### src/rtl/ctsb_pkg.sv
// Constants, field codes and carrier types of the 8-bit capture timer.
// Assumes a single 100 MHz system clock and a synchronous active-high reset.
package ctsb_pkg;

    // ************************************************************
    // Widths and reset values
    // ************************************************************
    localparam int                  COUNTER_WIDTH = 8;
    localparam logic [7:0]          COUNTER_RESET = 8'h00;
    localparam int                  FILTER_STAGES = 5;
    localparam int                  PRE_WIDTH     = 6;
    localparam int                  WATCH_WIDTH   = 2;

    // ************************************************************
    // Prescaler taps for the divided internal clocks
    // ************************************************************
    localparam int                  PRE_BIT_DIV2  = 0;
    localparam int                  PRE_BIT_DIV32 = 4;
    localparam int                  PRE_BIT_DIV64 = 5;
    localparam int                  WATCH_BIT_DIV4 = 1;

    // ************************************************************
    // Field codes
    // ************************************************************
    localparam logic [1:0]          CLK_SEL_DIV64   = 2'h0;
    localparam logic [1:0]          CLK_SEL_DIV32   = 2'h1;
    localparam logic [1:0]          CLK_SEL_DIV2    = 2'h2;
    localparam logic [1:0]          CLK_SEL_WATCH4  = 2'h3;
    localparam logic [1:0]          CLEAR_NONE      = 2'h0;
    localparam logic [1:0]          CLEAR_FALL      = 2'h1;
    localparam logic [1:0]          CLEAR_RISE      = 2'h2;
    localparam logic [1:0]          CLEAR_BOTH      = 2'h3;
    localparam logic                IRQ_EDGE_FALL   = 1'b0;
    localparam logic                IRQ_EDGE_RISE   = 1'b1;

    // ************************************************************
    // Carrier types
    // ************************************************************
    typedef struct packed {
        logic       clockSelectHi;
        logic       clockSelectLo;
        logic       capturePinEnable;
        logic       noiseFilterSelect;
        logic       captureIrqEdgeSelect;
        logic       counterClearSelHi;
        logic       counterClearSelLo;
    } ctsb_cfg_t;

endpackage

### src/rtl/ctsb_capture_timer.sv
// Capture timer core: prescaler, clock select, noise filter, capture, clear, flag.
// Assumes pin and watch tick inputs are synchronous to clk.
`timescale 1ns/1ps
module ctsb_capture_timer #(
    parameter int CW = ctsb_pkg::COUNTER_WIDTH
) (
    input  wire logic                clk,
    input  wire logic                rst,
    input  wire ctsb_pkg::ctsb_cfg_t cfg,
    input  wire logic                watchTick,
    input  wire logic                capturePin,
    input  wire logic                irqFlagClear,
    output logic [CW-1:0]            captureCounter,
    output logic [CW-1:0]            riseCaptureReg,
    output logic [CW-1:0]            fallCaptureReg,
    output logic                     captureSignal,
    output logic                     captureIrqFlag
);
    import ctsb_pkg::*;

    // ************************************************************
    // Declarations
    // ************************************************************
    logic [PRE_WIDTH-1:0]   pre_q;
    logic [WATCH_WIDTH-1:0] watch_q;
    logic [1:0]             clkSel;
    logic [1:0]             clrSel;
    logic                   selLevel;
    logic                   selLevel_q;
    logic                   selLevelPrev_q;
    logic                   countPulse;
    logic                   sampleRise;
    logic                   filterSample;
    logic                   filterSelPrev_q;
    logic                   filterPreset;
    logic                   filterOut;
    logic                   gated_q;
    logic                   gatedPrev_q;
    logic                   edgeRise;
    logic                   edgeFall;
    logic                   clearNow;
    logic                   irqHit;
    logic [CW-1:0]          counter_q;
    logic [CW-1:0]          rise_q;
    logic [CW-1:0]          fall_q;
    logic                   irq_q;

    assign clkSel = {cfg.clockSelectHi, cfg.clockSelectLo};
    assign clrSel = {cfg.counterClearSelHi, cfg.counterClearSelLo};

    // ************************************************************
    // Internal clock generation
    // ************************************************************

    // Free-running system clock prescaler
    always_ff @(posedge clk) begin
        if (rst) begin
            pre_q <= '0;
        end else begin
            pre_q <= pre_q + 1'b1;
        end
    end

    // Watch clock divided by four
    always_ff @(posedge clk) begin
        if (rst) begin
            watch_q <= '0;
        end else if (watchTick) begin
            watch_q <= watch_q + 1'b1;
        end
    end

    // Level of the selected divided clock
    always_comb begin
        unique case (clkSel)
            CLK_SEL_DIV64:  selLevel = pre_q[PRE_BIT_DIV64];
            CLK_SEL_DIV32:  selLevel = pre_q[PRE_BIT_DIV32];
            CLK_SEL_DIV2:   selLevel = pre_q[PRE_BIT_DIV2];
            CLK_SEL_WATCH4: selLevel = watch_q[WATCH_BIT_DIV4];
        endcase
    end

    // Edge history of the muxed clock, so a select switch is seen as an edge
    always_ff @(posedge clk) begin
        if (rst) begin
            selLevel_q     <= 1'b0;
            selLevelPrev_q <= 1'b0;
        end else begin
            selLevel_q     <= selLevel;
            selLevelPrev_q <= selLevel_q;
        end
    end

    // Count on falling edge, sample on rising edge
    assign countPulse = selLevelPrev_q & ~selLevel_q;
    assign sampleRise = ~selLevelPrev_q & selLevel_q;

    // ************************************************************
    // Noise filter
    // ************************************************************

    // Sample every system clock unless filtering is on
    assign filterSample = cfg.noiseFilterSelect ? sampleRise : 1'b1;

    // Filter switch-on detection
    always_ff @(posedge clk) begin
        if (rst) begin
            filterSelPrev_q <= 1'b0;
        end else begin
            filterSelPrev_q <= cfg.noiseFilterSelect;
        end
    end

    // Turning filtering on leaves the output high until five samples settle it
    assign filterPreset = cfg.noiseFilterSelect & ~filterSelPrev_q;

    ctsb_noise_filter #(
        .STAGES (FILTER_STAGES)
    ) uFilter (
        .clk      (clk),
        .rst      (rst),
        .sampleEn (filterSample),
        .preset   (filterPreset),
        .dataIn   (capturePin),
        .dataOut  (filterOut)
    );

    // ************************************************************
    // Internal capture signal and edge detection
    // ************************************************************

    // Pin function gate after the filter, low while disabled
    always_ff @(posedge clk) begin
        if (rst) begin
            gated_q     <= 1'b0;
            gatedPrev_q <= 1'b0;
        end else begin
            gated_q     <= cfg.capturePinEnable & filterOut;
            gatedPrev_q <= gated_q;
        end
    end

    // Edges of the internal capture signal, real or spurious
    assign edgeRise = gated_q & ~gatedPrev_q;
    assign edgeFall = ~gated_q & gatedPrev_q;

    // Counter clear on the selected edge or edges
    always_comb begin
        unique case (clrSel)
            CLEAR_NONE: clearNow = 1'b0;
            CLEAR_FALL: clearNow = edgeFall;
            CLEAR_RISE: clearNow = edgeRise;
            CLEAR_BOTH: clearNow = edgeRise | edgeFall;
        endcase
    end

    // ************************************************************
    // Counter and capture registers
    // ************************************************************

    // Up-counter, clear takes priority over increment
    always_ff @(posedge clk) begin
        if (rst) begin
            counter_q <= COUNTER_RESET;
        end else if (clearNow) begin
            counter_q <= COUNTER_RESET;
        end else if (countPulse) begin
            counter_q <= counter_q + 1'b1;
        end
    end

    // Capture the count before any clear
    always_ff @(posedge clk) begin
        if (rst) begin
            rise_q <= COUNTER_RESET;
            fall_q <= COUNTER_RESET;
        end else begin
            if (edgeRise) begin
                rise_q <= counter_q;
            end
            if (edgeFall) begin
                fall_q <= counter_q;
            end
        end
    end

    // ************************************************************
    // Interrupt request flag
    // ************************************************************

    // Edge matching the interrupt edge select
    assign irqHit = (cfg.captureIrqEdgeSelect == IRQ_EDGE_RISE) ? edgeRise : edgeFall;

    // Sticky flag, a new edge beats a simultaneous clear
    always_ff @(posedge clk) begin
        if (rst) begin
            irq_q <= 1'b0;
        end else if (irqHit) begin
            irq_q <= 1'b1;
        end else if (irqFlagClear) begin
            irq_q <= 1'b0;
        end
    end

    // ************************************************************
    // Outputs
    // ************************************************************
    assign captureCounter = counter_q;
    assign riseCaptureReg = rise_q;
    assign fallCaptureReg = fall_q;
    assign captureSignal  = gated_q;
    assign captureIrqFlag = irq_q;
endmodule

### src/rtl/ctsb_noise_filter.sv
// Five-latch digital noise filter with a match detector.
// Assumes sampleEn is in the clk domain: a one-cycle pulse, or held high to sample every cycle.
`timescale 1ns/1ps
module ctsb_noise_filter #(
    parameter int STAGES = ctsb_pkg::FILTER_STAGES
) (
    input  wire logic clk,
    input  wire logic rst,
    input  wire logic sampleEn,
    input  wire logic preset,
    input  wire logic dataIn,
    output logic      dataOut
);
    import ctsb_pkg::*;

    logic [STAGES-1:0] chain_q;
    logic [STAGES-1:0] chain_d;
    logic              out_q;

    // Next contents of the latch chain
    always_comb begin
        chain_d = {chain_q[STAGES-2:0], dataIn};
    end

    // Shift on sample, accept level only when all latches agree
    always_ff @(posedge clk) begin
        if (rst) begin
            chain_q <= '0;
            out_q   <= 1'b0;
        end else if (preset) begin
            chain_q <= '1;             // Stale high state after switching filter on
            out_q   <= 1'b1;
        end else if (sampleEn) begin
            chain_q <= chain_d;
            if (&chain_d) begin
                out_q <= 1'b1;
            end else if (~|chain_d) begin
                out_q <= 1'b0;
            end
        end
    end

    assign dataOut = out_q;
endmodule

### config.mk
export PLATFORM = sky130hd
export DESIGN_NAME = ctsb_capture_timer
export DESIGN_NICKNAME = d
export VERILOG_FILES = /design/src/rtl/ctsb_pkg.sv /design/src/rtl/ctsb_capture_timer.sv /design/src/rtl/ctsb_noise_filter.sv
export SDC_FILE = /design/constraint.sdc
export NUM_CORES = 1
export LEC_CHECK = 0
export BUFFER_PORTS_ARGS = -buffer_cell sky130_fd_sc_hd__buf_4
export CAP_MARGIN = 25
export CELL_PAD_IN_SITES_DETAIL_PLACEMENT = 0
export CELL_PAD_IN_SITES_GLOBAL_PLACEMENT = 1
export CORE_ASPECT_RATIO = 2
export CORE_UTILIZATION = 42
export CTS_BUF_LIST = sky130_fd_sc_hd__clkbuf_4 sky130_fd_sc_hd__clkbuf_8
export DETAILED_ROUTE_END_ITERATION = 10
export GPL_TIMING_DRIVEN = 0
export MAX_ROUTING_LAYER = met4
export PLACE_DENSITY = 0.85
export SLEW_MARGIN = 10
export SYNTH_ARGS = -nofsm -noshare
export SYNTH_HDL_FRONTEND = slang
export SYNTH_SLANG_ARGS = --single-unit
export TNS_END_PERCENT = 20
### constraint.sdc
create_clock -name clk -period 1.5 [get_ports clk]
set_clock_uncertainty 0.2 [all_clocks]
set_input_delay 0.15 -clock clk [delete_from_list [all_inputs] [get_ports clk]]
set_output_delay 0.15 -clock clk [all_outputs]
set_load 0.1 [all_outputs]
* Yosys cells after proc, flatten, opt, wreduce, memory -nomap -nowiden
Index checks and enable logic that the tools add are counted.
Storage, ports and cells: input bits 12, logic and storage cells 55, output and inout bits 26, bits in registers 43
Operators by class: mux-type cells 12, equal/unequal tests 7, bitwise operators 12, $add $sub $neg 3, reductions and logical operators 8
Operator list (number):
- 8-bit by 1-bit adder with 8-bit output, second input constant | 1
- 2-bit == test, second input constant | 4
- 1-bit two-way mux | 8
- 4-bit two-way mux | 2
- 1-bit case mux with 4 select lines | 2
- 6-bit by 1-bit adder with 6-bit output, second input constant | 1
- 1-bit AND | 6
- 1-bit NOT | 5
- 5-bit AND reduction | 1
- 5-bit OR reduction | 1
- 2-bit by 1-bit == test with 1-bit output, second input constant | 2
- 2-bit logical NOT | 2
- 2-bit nonzero test | 2
- 3-bit by 2-bit != test with 1-bit output, second input constant | 1
- 2-bit by 1-bit adder with 2-bit output, second input constant | 1
- 2-bit AND reduction | 1
- 2-bit OR reduction | 1
- 1-bit OR | 1

* Depth between registers and ports, before layout
depth after elaboration 5, mapped depth 6, gate-level depth less buffers 6

* Modules after synthesis
From an unflattened synthesis, not the netlist that was laid out.
Unflattened totals: cell total of the unflattened synthesis 170, area, all modules 1694.1 um2
By module, submodules not included:
- ctsb_capture_timer | instances 1, sequential area each 760.7 um2, area an instance 1477.7 um2, cells each 147
- ctsb_noise_filter | instances 1, sequential area each 100.1 um2, area an instance 216.5 um2, cells each 23

* Least setup slack after synthesis
No wires, ideal clock.
kind flip-flop to flip-flop, start reg gated_q (netlist: captureSignal), end reg counter_q[1] (netlist: captureCounter[1]), library setup time 68 ps, slack -678 ps, stages on the path, launching flop included 7, data required time 1232 ps, period minus slack after synthesis 2178 ps, path buffers 1, arrival time 1910 ps, cell sequence dfxtp_1 > inv_1 > ha_1 > buf_4 > o21ai_0 > o21ai_2 > nor2_1
On the way: cells in the longest elaborated chain, start to end 5, elaborated cells on any way between the ends 6, those cells by class mux: 1; bitwise: 4; reduce/logical: 1
Ends and longest elaborated chain:
- start, declared | RTL line ctsb_capture_timer.sv:37 | logic gated_q;
- start signal, assigned | RTL line ctsb_capture_timer.sv:138 | gated_q <= cfg.capturePinEnable & filterOut;
- 1-bit NOT * | RTL line ctsb_capture_timer.sv:145 | assign edgeFall = ~gated_q & gatedPrev_q;
- 1-bit AND * | RTL line ctsb_capture_timer.sv:145
- net edgeFall | RTL line ctsb_capture_timer.sv:40 | logic edgeFall;
- 1-bit OR | RTL line ctsb_capture_timer.sv:153 | CLEAR_BOTH: clearNow = edgeRise | edgeFall;
- 1-bit case mux with 4 select lines * | RTL line ctsb_capture_timer.sv:149 | unique case (clrSel)
- 2-bit OR reduction (no source line) *
- end signal, assigned | RTL line ctsb_capture_timer.sv:168 | counter_q <= counter_q + 1'b1;
- end, declared | RTL line ctsb_capture_timer.sv:43 | logic [CW-1:0] counter_q;
The timed path passes the listed nets; every way through them passes the cells marked *. A chain may end at the register's enable or synchronous reset.

* Worst setup path after layout
start reg gatedPrev_q, end reg counter_q[2] (netlist: captureCounter[2])
On the way: cells in the longest elaborated chain, start to end 5, elaborated cells on any way between the ends 6, those cells by class mux: 1; bitwise: 4; reduce/logical: 1
Ends and longest elaborated chain:
- start, declared | RTL line ctsb_capture_timer.sv:38 | logic gatedPrev_q;
- start signal, assigned | RTL line ctsb_capture_timer.sv:139 | gatedPrev_q <= gated_q;
- 1-bit NOT * | RTL line ctsb_capture_timer.sv:144 | assign edgeRise = gated_q & ~gatedPrev_q;
- 1-bit AND * | RTL line ctsb_capture_timer.sv:144
- net edgeRise | RTL line ctsb_capture_timer.sv:39 | logic edgeRise;
- 1-bit OR | RTL line ctsb_capture_timer.sv:153
- 1-bit case mux with 4 select lines * | RTL line ctsb_capture_timer.sv:149
- 2-bit OR reduction (no source line) *
Marks and branches as above.

==> metrics.txt <==
# TYPE chip_impl_metric gauge
chip_impl_metric{name="vias",unit=""} 1296
chip_impl_metric{name="timing.fmax",unit="MHz"} 707.2
chip_impl_metric{name="placeableCoreArea",unit="µm²"} 3844
chip_impl_info{name="ys_top_cells_by_count",value="sky130_fd_sc_hd__dfxtp_1, sky130_fd_sc_hd__nor2_1, sky130_fd_sc_hd__mux2i_1"} 1
chip_impl_metric{name="power-per-cell-area",unit="nW/µm²"} 1068
chip_impl_metric{name="leftover_overflow_at_the_end_of_global_routing",unit=""} 0
chip_impl_metric{name="tritoncts.num_buffers",unit=""} 5
chip_impl_metric{name="detail_route.wirelength",unit="µm"} 3313
chip_impl_metric{name="required",unit="ns"} 1.53
chip_impl_metric{name="finalHoldViolations",unit=""} 0
chip_impl_metric{name="ir_drop",unit="mV"} 1.153
chip_impl_metric{name="postCtsSetupRepairBufs",unit=""} 0
chip_impl_metric{name="clock_sinks",unit=""} 43
chip_impl_metric{name="layout.nets",unit=""} 233
chip_impl_metric{name="max_cap_viol_count",unit=""} 0
chip_impl_metric{name="multi_input_comb_area",unit="µm²"} 803.3
chip_impl_metric{name="arr_time_crit_path",unit="ns"} 1.44
chip_impl_metric{name="route.detailed.wl_per_inst",unit="µm"} 12.32
chip_impl_info{name="netlist_top_cells_area",value="sky130_fd_sc_hd__dfxtp_1, sky130_fd_sc_hd__mux2i_1, sky130_fd_sc_hd__nor2_1"} 1
chip_impl_info{name="cp_startpoint_kind",value="register"} 1
chip_impl_metric{name="max-slew-margin-rel",unit="%"} 73.43
chip_impl_metric{name="floorplan.initialDensity",unit="%"} 43.36
chip_impl_info{name="ctsRootBufferMaster",value="sky130_fd_sc_hd__clkbuf_8"} 1
chip_impl_metric{name="iteration_count_of_the_initial_detailed_routing_pass",unit=""} 4
chip_impl_metric{name="cts-htree-levels",unit=""} 2
chip_impl_info{name="synth_flop_cell",value="sky130_fd_sc_hd__dfxtp_1"} 1
chip_impl_metric{name="design.portCount",unit=""} 38
chip_impl_metric{name="synth_fp_nets",unit=""} 184
chip_impl_metric{name="p_leak",unit="nW"} 0.9260
chip_impl_metric{name="chipWidth",unit="µm"} 46.54
chip_impl_metric{name="initial_antenna_violation_count",unit=""} 0
chip_impl_metric{name="cts.clk_slew.worst_paths",unit="ns"} 0.08
chip_impl_metric{name="route.detailed.drc",unit=""} 0
chip_impl_metric{name="final-seq-area",unit="µm²"} 889.6
chip_impl_info{name="rsz0062_at_grt",value="true"} 1
chip_impl_info{name="tritoncts",value="done"} 1
chip_impl_metric{name="grt_max_degree",unit=""} 14
chip_impl_info{name="status",value="finished clean"} 1
chip_impl_metric{name="clock_insertion_delay_worst_skew",unit="ns"} 0.29
chip_impl_metric{name="maxSlewViolCount",unit=""} 0
chip_impl_metric{name="ys_async_sr_fraction",unit="%"} 0
chip_impl_info{name="setup.worst_path.end_class",value="register"} 1
chip_impl_metric{name="ys_types",unit=""} 32
chip_impl_metric{name="synth_sequential_area_ratio",unit="%"} 51.65
chip_impl_metric{name="fill_cells",unit=""} 358
chip_impl_metric{name="antenna_diode_count",unit=""} 0
chip_impl_metric{name="dp_slack",unit="ns"} -0.06651
chip_impl_metric{name="syn_avg_cell_area",unit="µm²"} 9.920
chip_impl_metric{name="grt_pass1_vias",unit=""} 1343
chip_impl_metric{name="grt_first_pass_wirelength",unit="µm"} 5658
chip_impl_info{name="count_leader_synth",value="sky130_fd_sc_hd__dfxtp_1"} 1
chip_impl_info{name="synth_top_family_by_area",value="simple AND/OR/NAND/NOR gates"} 1
chip_impl_metric{name="synth_fa_ha_area_share",unit="%"} 3.003
chip_impl_metric{name="synth_enable_flop_cells",unit=""} 0
chip_impl_metric{name="dp.final_hpwl",unit="µm"} 2471
chip_impl_metric{name="finalWeightedCongestion",unit=""} 0.8118
chip_impl_metric{name="postLayoutSetupSlackWorst",unit="ns"} 0.08596
chip_impl_metric{name="critPathMaxFanout",unit=""} 10
chip_impl_metric{name="synth_area_in_compound_gates",unit="%"} 3.904
chip_impl_metric{name="post_synth_inst_count",unit=""} 168
chip_impl_metric{name="synthDominantCellAreaShare",unit="%"} 51.65
chip_impl_metric{name="yosys-mux-area-fraction",unit="%"} 12.16
chip_impl_info{name="synth_top_cell_by_area",value="sky130_fd_sc_hd__dfxtp_1"} 1
chip_impl_metric{name="cts-root-to-sink-buffers",unit=""} 2
chip_impl_metric{name="synth-simple-area-share",unit="%"} 19.37
chip_impl_metric{name="placement.io_buffers",unit=""} 36
chip_impl_metric{name="min_period_over_period",unit="%"} 94.27
chip_impl_metric{name="synth.ff_latch_count",unit=""} 43
chip_impl_metric{name="layout-area-overhead-vs-synth",unit="%"} 36.94
chip_impl_metric{name="synthesis.area",unit="µm²"} 1667
chip_impl_info{name="timing_worst_setup_path_type",value="register to register"} 1
chip_impl_metric{name="std_cell_rows",unit=""} 32
chip_impl_metric{name="yosys.area_share.xor_xnor",unit="%"} 6.832
chip_impl_metric{name="floorplan.die.height",unit="µm"} 91.09
chip_impl_metric{name="finish.instance_area",unit="µm²"} 2282
chip_impl_metric{name="fp.dieArea",unit="µm²"} 4239
chip_impl_metric{name="worst-slew-pin-transition",unit="ns"} 0.3986
chip_impl_info{name="worst_hold_path_type",value="primary input to register"} 1
chip_impl_metric{name="placed_area",unit="µm²"} 2049
chip_impl_metric{name="drt_iter0_markers",unit=""} 10
chip_impl_metric{name="yosysWarningCount",unit=""} 0
chip_impl_metric{name="finalWorstPathRequiredPeriod",unit="ns"} 1.414
chip_impl_metric{name="finalSetupViolCount",unit=""} 0
chip_impl_metric{name="avgViaCountPerCell",unit=""} 4.818
chip_impl_metric{name="gr-usage-all-layers",unit="%"} 18.58
chip_impl_metric{name="final_layout_size_suffix_gt1_share",unit="%"} 31.19
chip_impl_metric{name="final_antenna_net_count",unit=""} 0
final cells by class:
type | instances | area share [%]
tap | 51 | 2.796
clock inverter | 2 | 2.632
sequential | 43 | 38.98
buffer | 5 | 1.151
inverter | 6 | 0.9868
multi-input combinational | 113 | 35.20
timing repair buffer | 43 | 14.91
clock buffer | 6 | 3.344
what timing repair did:
item                                   in CTS  in global routing
hold buffers                                7                  0
setup endpoints to repair                   8                 26
gates cloned                                0                  0
endpoints found under the hold margin       8                  0
pin swaps                                   1                  2
gates resized for setup                     2                  5
through the flow:
stage                TNS (ns)  hold WS, ns  utilization, %  cells  power [mW]
floorplan             -0.3856      0.08680               -    168       1.316
global placement      -0.2721       0.1977           53.32    255       1.365
detailed placement    -0.4144       0.2045           53.32    255       1.372
CTS                         0      0.03675           59.05    270       2.451
global route        -0.005702      0.06477           59.38    269       2.525
finish                      0      0.03289           59.38    269       2.436
metal layers:
layer | vias up | global-route usage, % | share of wire [%]
li1 | 658 | - | -
met1 | 605 | 18.42 | 38
met2 | 28 | 32.75 | 57
met3 | 5 | 4.175 | 3.0
met4 | 0 | 6.618 | 1.7
met5 | - | - | 0
cell usage in the layout (no fill, tap or decap), drive strengths merged, types with 2 or more instances in the layout:
cell type / n
clkbuf: 8
nor2: 41
mux2i: 18
nand3: 3
o21ai: 2
ha: 4
nand2: 5
nand2b: 2
bufinv: 2
buf: 39
nand4: 5
nor3: 4
dlygate4sd3: 7
xnor2: 4
inv: 6
nor2b: 5
dfxtp: 43
xor2: 9
sequential cells by signal, indices dropped and copies added, names as in the netlist:
name and cells:
captureSignal 1, captureCounter 8, captureIrqFlag 1, gatedPrev_q 1, uFilter.chain_q 4, pre_q 6
watch_q 2, fallCaptureReg 8, filterSelPrev_q 1, selLevel_q 1, uFilter.dataOut 1, riseCaptureReg 8
selLevelPrev_q 1
worst paths after layout:
check / start / to / slack (ns) / depth (start not counted)
max: gatedPrev_q$_SDFF_PP0_ / captureCounter[2]$_SDFFE_PP0P_ / 0.09 / 6
min: cfg[5] / selLevel_q$_SDFF_PP0_ / 0.03 / 3
max reg2reg: gatedPrev_q$_SDFF_PP0_ / captureCounter[2]$_SDFFE_PP0P_ / 0.09 / 6
min reg2reg: uFilter.dataOut$_SDFFE_PP0P_ / captureSignal$_SDFF_PP0_ / 0.25 / 2
cells by family after synthesis:
| kind of cell | count (synthesis) |
|---|---|
| simple gates | 69 |
| flops | 43 |
| mux | 19 |
| xor+xnor | 13 |
| buf+inv | 12 |
| compound gates | 8 |
| fa+ha+maj | 4 |
worst max-delay path, stage by stage (launching register included):
cell and delay (ns):
sky130_fd_sc_hd__dfxtp_2 0.36, sky130_fd_sc_hd__inv_1 0.04, sky130_fd_sc_hd__ha_1 0.16, sky130_fd_sc_hd__buf_4 0.20
sky130_fd_sc_hd__a31oi_4 0.17, sky130_fd_sc_hd__o21ai_4 0.12, sky130_fd_sc_hd__nor2_1 0.10
power breakdown:
group          internal (mW)  switching [mW]  leakage, nW
Combinational         0.0854          0.0992        0.501
Clock                  0.683           0.384       0.0688
Sequential              1.16          0.0253        0.356
Total                   1.93           0.508        0.926
Note: power is estimated with default switching activity, not from simulation.
